### config.mk
export PLATFORM = sky130hd
export DESIGN_NAME = crs_core_regs
export DESIGN_NICKNAME = d
export VERILOG_FILES = /design/src/logic/crs_pkg.sv /design/src/logic/crs_core_regs.sv
export SDC_FILE = /design/constraint.sdc
export NUM_CORES = 1
export LEC_CHECK = 0
export BUFFER_PORTS_ARGS = -buffer_cell sky130_fd_sc_hd__buf_4
export CAP_MARGIN = 20
export CORE_MARGIN = 4
export CORE_UTILIZATION = 50
export DETAILED_ROUTE_END_ITERATION = 10
export HOLD_SLACK_MARGIN = 0.06
export PLACE_DENSITY = 0.8
export REMOVE_ABC_BUFFERS = 1
export SLEW_MARGIN = 20
export SYNTH_ARGS = -nofsm -noshare
export SYNTH_HDL_FRONTEND = slang
export SYNTH_SLANG_ARGS = --single-unit
### constraint.sdc
create_clock -name mclk -period 7.2 [get_ports mclk]
set_input_delay 0.36 -clock mclk [delete_from_list [all_inputs] [get_ports mclk]]
set_output_delay 0.36 -clock mclk [all_outputs]
set_load 0.1 [all_outputs]
### src/logic/crs_pkg.sv
// package: core register state constants, view codes and carrier structs
package crs_pkg;
   localparam int unsigned crs_gpr_count = 13;
   // vector table addresses fetched at reset
   localparam logic [31:0] crs_vec_stack_addr = 32'h0000_0000;
   localparam logic [31:0] crs_vec_reset_addr = 32'h0000_0004;
   // reset values
   localparam logic [31:0] crs_link_reset = 32'h0fff_ffff;
   localparam logic [31:0] crs_zero_reset = 32'h0000_0000;
   localparam logic [31:0] crs_status_reset = 32'h0100_0000;
   // status word field positions, plus the control register stack-select bit
   localparam int unsigned crs_neg_bit = 31;
   localparam int unsigned crs_zero_bit = 30;
   localparam int unsigned crs_carry_bit = 29;
   localparam int unsigned crs_ovf_bit = 28;
   localparam int unsigned crs_sat_bit = 27;
   localparam int unsigned crs_ge_lsb = 16;
   localparam int unsigned crs_ge_msb = 19;
   localparam int unsigned crs_exc_lsb = 0;
   localparam int unsigned crs_exc_msb = 8;
   localparam int unsigned crs_tbit = 24;
   localparam int unsigned crs_ctrl_spsel_bit = 1;
   // field masks within the combined word
   localparam logic [31:0] crs_app_mask = 32'hf80f_0000;
   localparam logic [31:0] crs_flag_mask = 32'hf800_0000;
   localparam logic [31:0] crs_exc_mask = 32'h0000_01ff;
   localparam logic [31:0] crs_exec_mask = 32'h0600_fc00;
   localparam logic [31:0] crs_exec_full_mask = 32'h0700_fc00;
   // core register index space for the datapath ports
   localparam logic [3:0] crs_idx_stack = 4'hd;
   localparam logic [3:0] crs_idx_link = 4'he;
   localparam logic [3:0] crs_idx_pc = 4'hf;

   // special register selectors for status moves
   typedef enum logic [3:0] {
      crs_sel_app, crs_sel_flag_only, crs_sel_exc, crs_sel_exec,
      crs_sel_combined, crs_sel_int_exec, crs_sel_int_app, crs_sel_exec_app,
      crs_sel_main_sp, crs_sel_proc_sp, crs_sel_configurable_priority_mask, crs_sel_fault_level_mask,
      crs_sel_base_priority_threshold, crs_sel_control
   } crs_sel_e;

   typedef enum logic [1:0] {crs_st_fetch_sp, crs_st_fetch_pc, crs_st_run} crs_state_e;

   // general register write from the datapath
   typedef struct packed {
      logic en;
      logic [3:0] idx;
      logic [31:0] data;
   } crs_reg_wr_s;

   // status move request
   typedef struct packed {
      logic en;
      crs_sel_e sel;
      logic [31:0] data;
   } crs_spec_wr_s;

   // flag update from the execute stage
   typedef struct packed {
      logic nzcv_en;
      logic [3:0] nzcv;
      logic sat_set;
      logic ge_en;
      logic [3:0] ge;
   } crs_flag_upd_s;

   // exception / execution-state update from sequencing logic
   typedef struct packed {
      logic exc_en;
      logic [8:0] exc_num;
      logic exec_en;
      logic [31:0] exec_bits;
   } crs_exc_upd_s;
endpackage

### src/logic/crs_core_regs.sv
// core register state: general registers, banked stacks, link, pc, status word, masks
`timescale 1ns/1ps
// Functional notes
// - push decrements pointer, then stores item
// - separate main and process stack pointers
// - handler mode always uses main pointer
// - thread mode: control bit 1 selects pointer
// - reset loads main pointer from address zero
// - register 14 is link, resets to 0fffffff
// - reset loads pc from address four, t-bit
// - thirteen 32-bit general registers, undefined reset
// - status word combines three disjoint fields
// - status moves name views singly or combined
// - writes to exception number are discarded
// - execution bits read zero, writes ignored
// - flag-only view writes only nzcvq
// - n bit31, z bit30, v bit28
// - carry flag bit 29, carry/no-borrow
// - sticky saturation bit 27 until cleared
// - ge flags 19:16, rest reserved
// - priority mask resets zero, privileged only
// - control resets zero, privileged writes only
// - either-level registers open, others privileged
// - exception number in bits 8:0
// - fault when executing with t-bit clear
module crs_core_regs
   import crs_pkg::*;
#(
   parameter int unsigned data_width = 32
) (
   input wire logic mclk,
   input wire logic srst,
   // vector fetch port to memory
   output logic vec_rd_req,
   output logic [31:0] vec_rd_addr,
   input wire logic vec_rd_valid,
   input wire logic [31:0] vec_rd_data,
   // datapath register ports
   input wire logic [3:0] rd_idx_a,
   input wire logic [3:0] rd_idx_b,
   output logic [31:0] rd_data_a,
   output logic [31:0] rd_data_b,
   input wire crs_reg_wr_s reg_wr,
   input wire logic push_en,
   input wire logic [31:0] push_data,
   output logic push_mem_en,
   output logic [31:0] push_mem_addr,
   output logic [31:0] push_mem_data,
   input wire logic pc_wr_en,
   input wire logic [31:0] pc_wr_data,
   input wire crs_flag_upd_s flag_upd,
   input wire crs_exc_upd_s exc_upd,
   // status move ports
   input wire logic spec_rd_en,
   input wire crs_sel_e spec_rd_sel,
   output logic [31:0] spec_rd_data,
   output logic spec_rd_denied,
   input wire crs_spec_wr_s spec_wr,
   output logic spec_wr_denied,
   // state views
   input wire logic exec_attempt,
   output logic exec_fault,
   output logic core_ready,
   output logic [31:0] program_counter_out,
   output logic [31:0] active_stack_pointer_out,
   output logic [31:0] combined_status_word_out,
   output logic [31:0] processor_control_out,
   output logic configurable_priority_mask_out,
   output logic fault_level_mask_out,
   output logic [7:0] base_priority_threshold_out
);
   // elaboration check: only the 32-bit datapath is built
   if (data_width != 32) begin : g_width_check
      $error("crs_core_regs supports only 32-bit data");
   end

   // reset sequencer position
   crs_state_e state;

   // architectural registers
   logic [31:0] general_purpose_regs [crs_gpr_count];
   logic [31:0] main_stack_pointer;
   logic [31:0] process_stack_pointer;
   logic [31:0] return_link;
   logic [31:0] program_counter;
   logic [31:0] status_word;
   logic [31:0] processor_control;
   logic configurable_priority_mask;
   logic fault_level_mask;
   logic [7:0] base_priority_threshold;

   // combinational selection
   wire logic handler_mode = (status_word[crs_exc_msb:crs_exc_lsb] != 9'h000);
   // handler mode is always privileged
   wire logic privileged = handler_mode | ~processor_control[0];

   // handler mode forces main stack, thread mode follows control bit 1
   wire logic use_process =
      ~handler_mode & processor_control[crs_ctrl_spsel_bit];
   wire logic [31:0] active_sp = use_process ? process_stack_pointer : main_stack_pointer;
   wire logic [31:0] push_addr = active_sp - 32'h0000_0004;
   wire logic running = (state == crs_st_run);

   // core register read: stack index resolves to the active pointer
   function automatic logic [31:0] core_read(input logic [3:0] idx);
      logic [31:0] v;
      v = 32'h0000_0000;
      if (idx == crs_idx_stack) v = active_sp;
      else if (idx == crs_idx_link) v = return_link;
      else if (idx == crs_idx_pc) v = program_counter;
      else if (idx < 4'hd) v = general_purpose_regs[idx];
      return v;
   endfunction

   // view mask for each status selector; execution bits never visible
   function automatic logic [31:0] view_mask(input crs_sel_e sel);
      logic [31:0] m;
      m = 32'h0000_0000;
      case (sel)
         crs_sel_app, crs_sel_flag_only: m = crs_app_mask;
         crs_sel_exc, crs_sel_int_exec: m = crs_exc_mask;
         crs_sel_combined, crs_sel_int_app: m = crs_app_mask | crs_exc_mask;
         crs_sel_exec_app: m = crs_app_mask;
         default: m = 32'h0000_0000;
      endcase
      return m;
   endfunction

   // registers reachable without privilege
   function automatic logic open_sel(input crs_sel_e sel);
      return (sel == crs_sel_app) || (sel == crs_sel_flag_only) ||
             (sel == crs_sel_proc_sp);
   endfunction

   // software never sees the execution field
   wire logic [31:0] visible_status = status_word & ~crs_exec_full_mask;

   // privilege check per selector
   wire logic rd_allowed = privileged | open_sel(spec_rd_sel);
   wire logic wr_allowed = privileged | open_sel(spec_wr.sel);
   wire logic spec_wr_go = spec_wr.en & running & wr_allowed;

   // read select; narrow registers come back zero-extended
   wire logic [31:0] next_spec_rd =
      (spec_rd_sel == crs_sel_main_sp) ? main_stack_pointer :
      (spec_rd_sel == crs_sel_proc_sp) ? process_stack_pointer :
      (spec_rd_sel == crs_sel_configurable_priority_mask) ? {31'h0, configurable_priority_mask} :
      (spec_rd_sel == crs_sel_fault_level_mask) ? {31'h0, fault_level_mask} :
      (spec_rd_sel == crs_sel_base_priority_threshold) ? {24'h0, base_priority_threshold} :
      (spec_rd_sel == crs_sel_control) ? processor_control :
      (visible_status & view_mask(spec_rd_sel));

   // write mask: flag-only view narrows to nzcvq; crs_sel_int_exec view is read-only, crs_sel_int_app writes the app field
   wire logic [31:0] wr_mask =
      (spec_wr.sel == crs_sel_flag_only) ? crs_flag_mask :
      (spec_wr.sel == crs_sel_int_exec) ? 32'h0000_0000 :
      (view_mask(spec_wr.sel) & crs_app_mask);
   wire logic status_sw_wr = spec_wr_go & (spec_wr.sel <= crs_sel_exec_app);

   // next status word: software write, then hardware events on top, sticky sat set wins
   logic [31:0] next_status;
   always_comb begin
      next_status = status_word;
      if (status_sw_wr)
         next_status = (status_word & ~wr_mask) | (spec_wr.data & wr_mask);
      if (flag_upd.nzcv_en) begin
         next_status[crs_neg_bit] = flag_upd.nzcv[3];
         next_status[crs_zero_bit] = flag_upd.nzcv[2];
         next_status[crs_carry_bit] = flag_upd.nzcv[1];
         next_status[crs_ovf_bit] = flag_upd.nzcv[0];
      end
      if (flag_upd.sat_set) next_status[crs_sat_bit] = 1'b1;
      if (flag_upd.ge_en) next_status[crs_ge_msb:crs_ge_lsb] = flag_upd.ge;
      if (exc_upd.exc_en) next_status[crs_exc_msb:crs_exc_lsb] = exc_upd.exc_num;
      if (exc_upd.exec_en)
         next_status = (next_status & ~crs_exec_full_mask) |
                       (exc_upd.exec_bits & crs_exec_full_mask);
      // execution bits 26:25 and 15:10 pass through; bits 23:20 and 9 stay zero whatever the source
      next_status[26:25] = next_status[26:25] & crs_exec_mask[26:25];
      next_status[23:20] = 4'h0; // reserved bits held at zero
      next_status[15:10] = next_status[15:10] & crs_exec_mask[15:10];
      next_status[9] = 1'b0;
   end

   // reset sequencer: fetch stack vector, then reset vector, then run
   always_ff @(posedge mclk) begin
      if (srst) begin
         state <= crs_st_fetch_sp;
      end else begin
         case (state)
            crs_st_fetch_sp: if (vec_rd_valid) state <= crs_st_fetch_pc;
            crs_st_fetch_pc: if (vec_rd_valid) state <= crs_st_run;
            default: state <= crs_st_run;
         endcase
      end
   end

   // general registers: no reset, contents undefined until written
   always_ff @(posedge mclk) begin
      if (running && reg_wr.en && reg_wr.idx < 4'hd)
         general_purpose_regs[reg_wr.idx] <= reg_wr.data;
   end

   // banked stack pointers, each updated only when it is the target
   always_ff @(posedge mclk) begin
      if (state == crs_st_fetch_sp && vec_rd_valid)
         main_stack_pointer <= vec_rd_data;
      else if (running && push_en && !use_process)
         main_stack_pointer <= push_addr;
      else if (running && reg_wr.en && reg_wr.idx == crs_idx_stack && !use_process)
         main_stack_pointer <= reg_wr.data;
      else if (spec_wr_go && spec_wr.sel == crs_sel_main_sp)
         main_stack_pointer <= spec_wr.data;
   end

   // process pointer has no reset value, independent of main
   always_ff @(posedge mclk) begin
      if (running && push_en && use_process)
         process_stack_pointer <= push_addr;
      else if (running && reg_wr.en && reg_wr.idx == crs_idx_stack && use_process)
         process_stack_pointer <= reg_wr.data;
      else if (spec_wr_go && spec_wr.sel == crs_sel_proc_sp)
         process_stack_pointer <= spec_wr.data;
   end

   // link register and program counter
   always_ff @(posedge mclk) begin
      if (srst) begin
         return_link <= crs_link_reset;
      end else if (running && reg_wr.en && reg_wr.idx == crs_idx_link) begin
         return_link <= reg_wr.data;
      end
   end

   always_ff @(posedge mclk) begin
      if (srst)
         program_counter <= crs_zero_reset;
      else if (state == crs_st_fetch_pc && vec_rd_valid)
         program_counter <= {vec_rd_data[31:1], 1'b0};
      else if (running && pc_wr_en)
         program_counter <= pc_wr_data;
   end

   // status word; t-bit taken from reset vector bit 0
   always_ff @(posedge mclk) begin
      if (srst)
         status_word <= crs_status_reset;
      else if (state == crs_st_fetch_pc && vec_rd_valid)
         status_word[crs_tbit] <= vec_rd_data[0];
      else if (running)
         status_word <= next_status;
   end

   // exception mask registers, privileged writes only
   always_ff @(posedge mclk) begin
      if (srst) begin
         configurable_priority_mask <= 1'b0;
         fault_level_mask <= 1'b0;
         base_priority_threshold <= 8'h00;
      end else if (spec_wr_go) begin
         if (spec_wr.sel == crs_sel_configurable_priority_mask)
            configurable_priority_mask <= spec_wr.data[0];
         if (spec_wr.sel == crs_sel_fault_level_mask) fault_level_mask <= spec_wr.data[0];
         if (spec_wr.sel == crs_sel_base_priority_threshold) base_priority_threshold <= spec_wr.data[7:0];
      end
   end

   // control keeps bits 1:0 only: privilege and stack select
   always_ff @(posedge mclk) begin
      if (srst)
         processor_control <= crs_zero_reset;
      else if (spec_wr_go && spec_wr.sel == crs_sel_control)
         processor_control <= {30'h0, spec_wr.data[1:0]};
   end

   // vector fetch request; drops once the reset vector has answered
   always_ff @(posedge mclk) begin
      if (srst) begin
         vec_rd_req <= 1'b0;
         vec_rd_addr <= crs_vec_stack_addr;
      end else begin
         vec_rd_req <= !running && !(state == crs_st_fetch_pc && vec_rd_valid);
         vec_rd_addr <= (state == crs_st_fetch_sp && !vec_rd_valid) ?
                        crs_vec_stack_addr : crs_vec_reset_addr;
      end
   end

   // register read ports answer one cycle after the index
   always_ff @(posedge mclk) begin
      if (srst) begin
         rd_data_a <= 32'h0000_0000;
         rd_data_b <= 32'h0000_0000;
      end else begin
         rd_data_a <= core_read(rd_idx_a);
         rd_data_b <= core_read(rd_idx_b);
      end
   end

   // store goes to the already decremented address
   always_ff @(posedge mclk) begin
      if (srst) begin
         push_mem_en <= 1'b0;
         push_mem_addr <= 32'h0000_0000;
         push_mem_data <= 32'h0000_0000;
      end else begin
         push_mem_en <= running & push_en;
         push_mem_addr <= push_addr;
         push_mem_data <= push_data;
      end
   end

   // status move answers; a refused read returns zero, never stale data
   always_ff @(posedge mclk) begin
      if (srst) begin
         spec_rd_data <= 32'h0000_0000;
         spec_rd_denied <= 1'b0;
         spec_wr_denied <= 1'b0;
      end else begin
         spec_rd_data <= (spec_rd_en && rd_allowed) ? next_spec_rd : 32'h0000_0000;
         spec_rd_denied <= spec_rd_en & ~rd_allowed;
         spec_wr_denied <= spec_wr.en & running & ~wr_allowed;
      end
   end

   // fault pulse and ready level
   always_ff @(posedge mclk) begin
      if (srst) begin
         exec_fault <= 1'b0;
         core_ready <= 1'b0;
      end else begin
         exec_fault <= running & exec_attempt & ~status_word[crs_tbit];
         core_ready <= running;
      end
   end

   // state views, copied each cycle so outputs leave flip-flops
   always_ff @(posedge mclk) begin
      program_counter_out <= program_counter;
      active_stack_pointer_out <= active_sp;
      combined_status_word_out <= status_word;
      processor_control_out <= processor_control;
      configurable_priority_mask_out <= configurable_priority_mask;
      fault_level_mask_out <= fault_level_mask;
      base_priority_threshold_out <= base_priority_threshold;
   end
endmodule

==> flow_metrics.env <==
export IMPL_fp_dieW_um=281
export IMPL_cts_sinks=855
export IMPL_post_synth_num_cell_types=63
export IMPL_vias=28600
export IMPL_grt_max_degree=96
export IMPL_synth_top_family_by_area="multiplexers"
export IMPL_drive_gt1_share_pct=30.7
export IMPL_cts_tree="built"
export IMPL_core_area_mm2=0.0733
export IMPL_ir_worst_vdd_mv=0.172
export IMPL_holdPathStages=3
export IMPL_fp_dieH_um=281
export IMPL_synth_simple_area_share_pct=8.94
export IMPL_dp_hpwl_um=87900
export IMPL_io_pins=579
export IMPL_grt_antenna_before_repair=32
export IMPL_ys_seq_elements=855
export IMPL_drc=0
export IMPL_layout_worst_path_cycle_share_pct=73.9
export IMPL_post_synth_top_area_cell="edfxtp_1"
export IMPL_cts_setup_buffers=0
export IMPL_max_cap_violations=0
export IMPL_dr_pass1_iters=7
export IMPL_grt_pass1_wl_um=191000
export IMPL_fin_cells=4466
export IMPL_syn_avg_cell_area_um2=13.3
export IMPL_finalHoldViolations=0
export IMPL_gp_congestion=0.987
export IMPL_detail_route_antenna_nets=0
export IMPL_clock_skew_ns=0.0331
export IMPL_yosysWarnings=0
export IMPL_numPortBuffers=489
export IMPL_clock_path_buffers=3
export IMPL_synth_edff_count=480
export IMPL_status="completed"
export IMPL_initial_utilization_pct=50.7
export IMPL_avgViaCountPerCell=6.41
export IMPL_grt_pass1_vias=28300
export IMPL_numCtsBuffers=89
export IMPL_async_reset_ff_share_pct=0
export IMPL_die_area_mm2=0.0787
export IMPL_cp_end_kind="flop"
export IMPL_rrSetupSlack_ns=1.88
export IMPL_syn_cell_area_mm2=0.0372
export IMPL_grt_util_all_layers_pct=33.4
export IMPL_hp_start="exc_upd[42]"
export IMPL_max_slew_margin_rel_pct=17.0
export IMPL_cp_arrival_ns=5.70
export IMPL_period_needed_ns=5.32
export IMPL_grt_ovfl_total=0
export IMPL_r2r_cells=11
export IMPL_yosysMostFrequentCell="edfxtp_1"
export IMPL_worst_slew_pin_slew_ns=1.24
export IMPL_postSynthCellCount=2796
export IMPL_muxShareOfSynthArea_pct=19.0
export IMPL_yosys_area_share_xor_xnor_pct=1.18
export IMPL_synth_yosys_seq_area_share_pct=59.0
export IMPL_multi_input_area_mm2=0.0142
export IMPL_cts_htree_levels=3
export IMPL_synth_ff_type="edfxtp_1"
export IMPL_rsz0062_at_grt="no"
export IMPL_drt_total_wl_um=135000
export IMPL_crit_path_start_kind="flop"
export IMPL_clk_latency_ns=0.66
export IMPL_nNetsFinal=3660
export IMPL_setup_viol=0
export IMPL_min_path_type="input pin to flop"
export IMPL_clkTransAtPathRegs_ns=0.07
export IMPL_fillers=5221
export IMPL_dp_slack_ns=2.11
export IMPL_register_area_mm2=0.0219
export IMPL_synth_compound_area_share_pct=8.11
export IMPL_cts_resized=0
export IMPL_cellPowerDensity_mw_per_mm2=264
export IMPL_synth_fa_ha_area_share_pct=0.0337
export IMPL_critical_path_class="flop to flop"
export IMPL_cp_max_fo=18
export IMPL_setup_tns_ns=0
export IMPL_worstPathRequired_ns=7.58
export IMPL_synth_top_cells_by_count="edfxtp_1 (480), dfxtp_1 (375), nand2_1 (239)"
export IMPL_core_rowCount=99
export IMPL_cellLeakagePower_nw=17.2
export IMPL_final_max_slew_viol_count=0
export IMPL_fmaxAchievable_ghz=0.188
export IMPL_root_buffer="clkbuf_16"
export IMPL_rr_endpoint="main_stack_pointer[30]"
export IMPL_wl_per_cell_um=30.3
export IMPL_synth_top_cell_area_share_pct=38.8
export IMPL_drt_iter0_drc=4249
export IMPL_layout_setup_ws_ns=1.88
export IMPL_area_delta_synth_final_pct=24.9
export IMPL_dp_cells=4102
export IMPL_ys_top_cells_by_area="edfxtp_1 (39%), dfxtp_1 (20%), mux4_2 (12%), mux2_2 (4.0%), mux2i_1 (2.7%)"
## worst max-delay path, cell delays in order, from the launching register on
cell	delay, ns
dfxtp_1	0.34
nor4_1	0.72
nand4_1	0.74
buf_4	0.47
mux2i_1	0.45
ha_1	0.37
nor2b_1	0.23
nand4_1	0.64
nor3_1	0.48
a22oi_1	0.17
xor2_1	0.26
o221ai_1	0.16
## registers in the layout, summed over array words and instances (netlist names), 27 cells and up, named ones only
signal,count
push_mem_addr,32
main_stack_pointer,32
rd_data_a,32
general_purpose_regs,416
combined_status_word_out,27
return_link,32
process_stack_pointer,32
rd_data_b,32
program_counter,32
program_counter_out,32
active_stack_pointer_out,32
push_mem_data,32
spec_rd_data,32
## power by group
part | internal (mW) | switching [mW] | total (mW)
Sequential | 5.33 | 0.123 | 5.45
Clock | 2.63 | 1.97 | 4.60
Combinational | 0.602 | 1.62 | 2.22
## area by class of cell
class | count | area share [%]
repair buffers | 731 | 12.9
well taps | 959 | 2.58
multi-input cells | 1713 | 30.7
clock buffers | 131 | 5.68
diodes | 17 | 0.0916
clock inverters | 34 | 0.633
flip-flops and latches | 855 | 47.2
inverters | 26 | 0.210
## how the worst max path moves through the flow
stage               cells after the start  startpoint                      to
global route                           11        flop  main_stack_pointer[30]
CTS                                    11        flop  main_stack_pointer[30]
floorplan                               4        flop   main_stack_pointer[0]
finish                                 11        flop  main_stack_pointer[30]
detailed placement                     11        flop  main_stack_pointer[30]
global placement                       11        flop  main_stack_pointer[30]
## through the flow
step	power [mW]	util (%)	hold slack [ns]	area, um2
final	12.3	63.3	0.0873	46400
after global routing	12.6	63.3	0.0815	46400
after CTS	12.3	63.2	0.0624	46400
after detailed placement	7.64	56.8	0.337	41600
after global placement	7.62	56.8	0.333	41600
after floorplan	6.91	-	0.331	36100
## logic make-up (layout without fill, tap and decap cells)
| kind of cell | count (synthesis) | after routing |
|---|---|---|
| DFF | 855 | 855 |
| and+or+nand+nor | 724 | 724 |
| AOI/OAI and AO/OA | 437 | 437 |
| muxes | 435 | 435 |
| buffers and inverters | 293 | 922 |
| xor gates and xnor gates | 50 | 50 |
| adders and majority gates | 1 | 1 |
| other | 1 | 83 |
## metal layers
metal	wire length (um)	vias to the layer above	global-route usage, %
li1	-	11800	-
met1	45800	13900	41.2
met2	60500	2416	51.5
met5	184	-	0
met3	19700	485	11.7
met4	8880	26	18.7
## layout by cell type, fill, tap and decap left out, types with 52 or more instances in the layout
cell	n
nor2_1	212
buf_4	544
conb_1	66
o22ai_1	52
mux4_2	203
mux2i_1	101
a21oi_1	117
dlygate4sd3_1	181
nor2b_1	75
dfxtp_1	375
nand2_1	236
edfxtp_1	480
mux2_2	131
clkbuf_16	94
## repair_timing
action,4_1_cts,5_1_grt
endpoints found under the hold margin,557,0
hold buffers,181,0
endpoints found under the setup margin,0,0
Power figures use the tool's default switching activity.
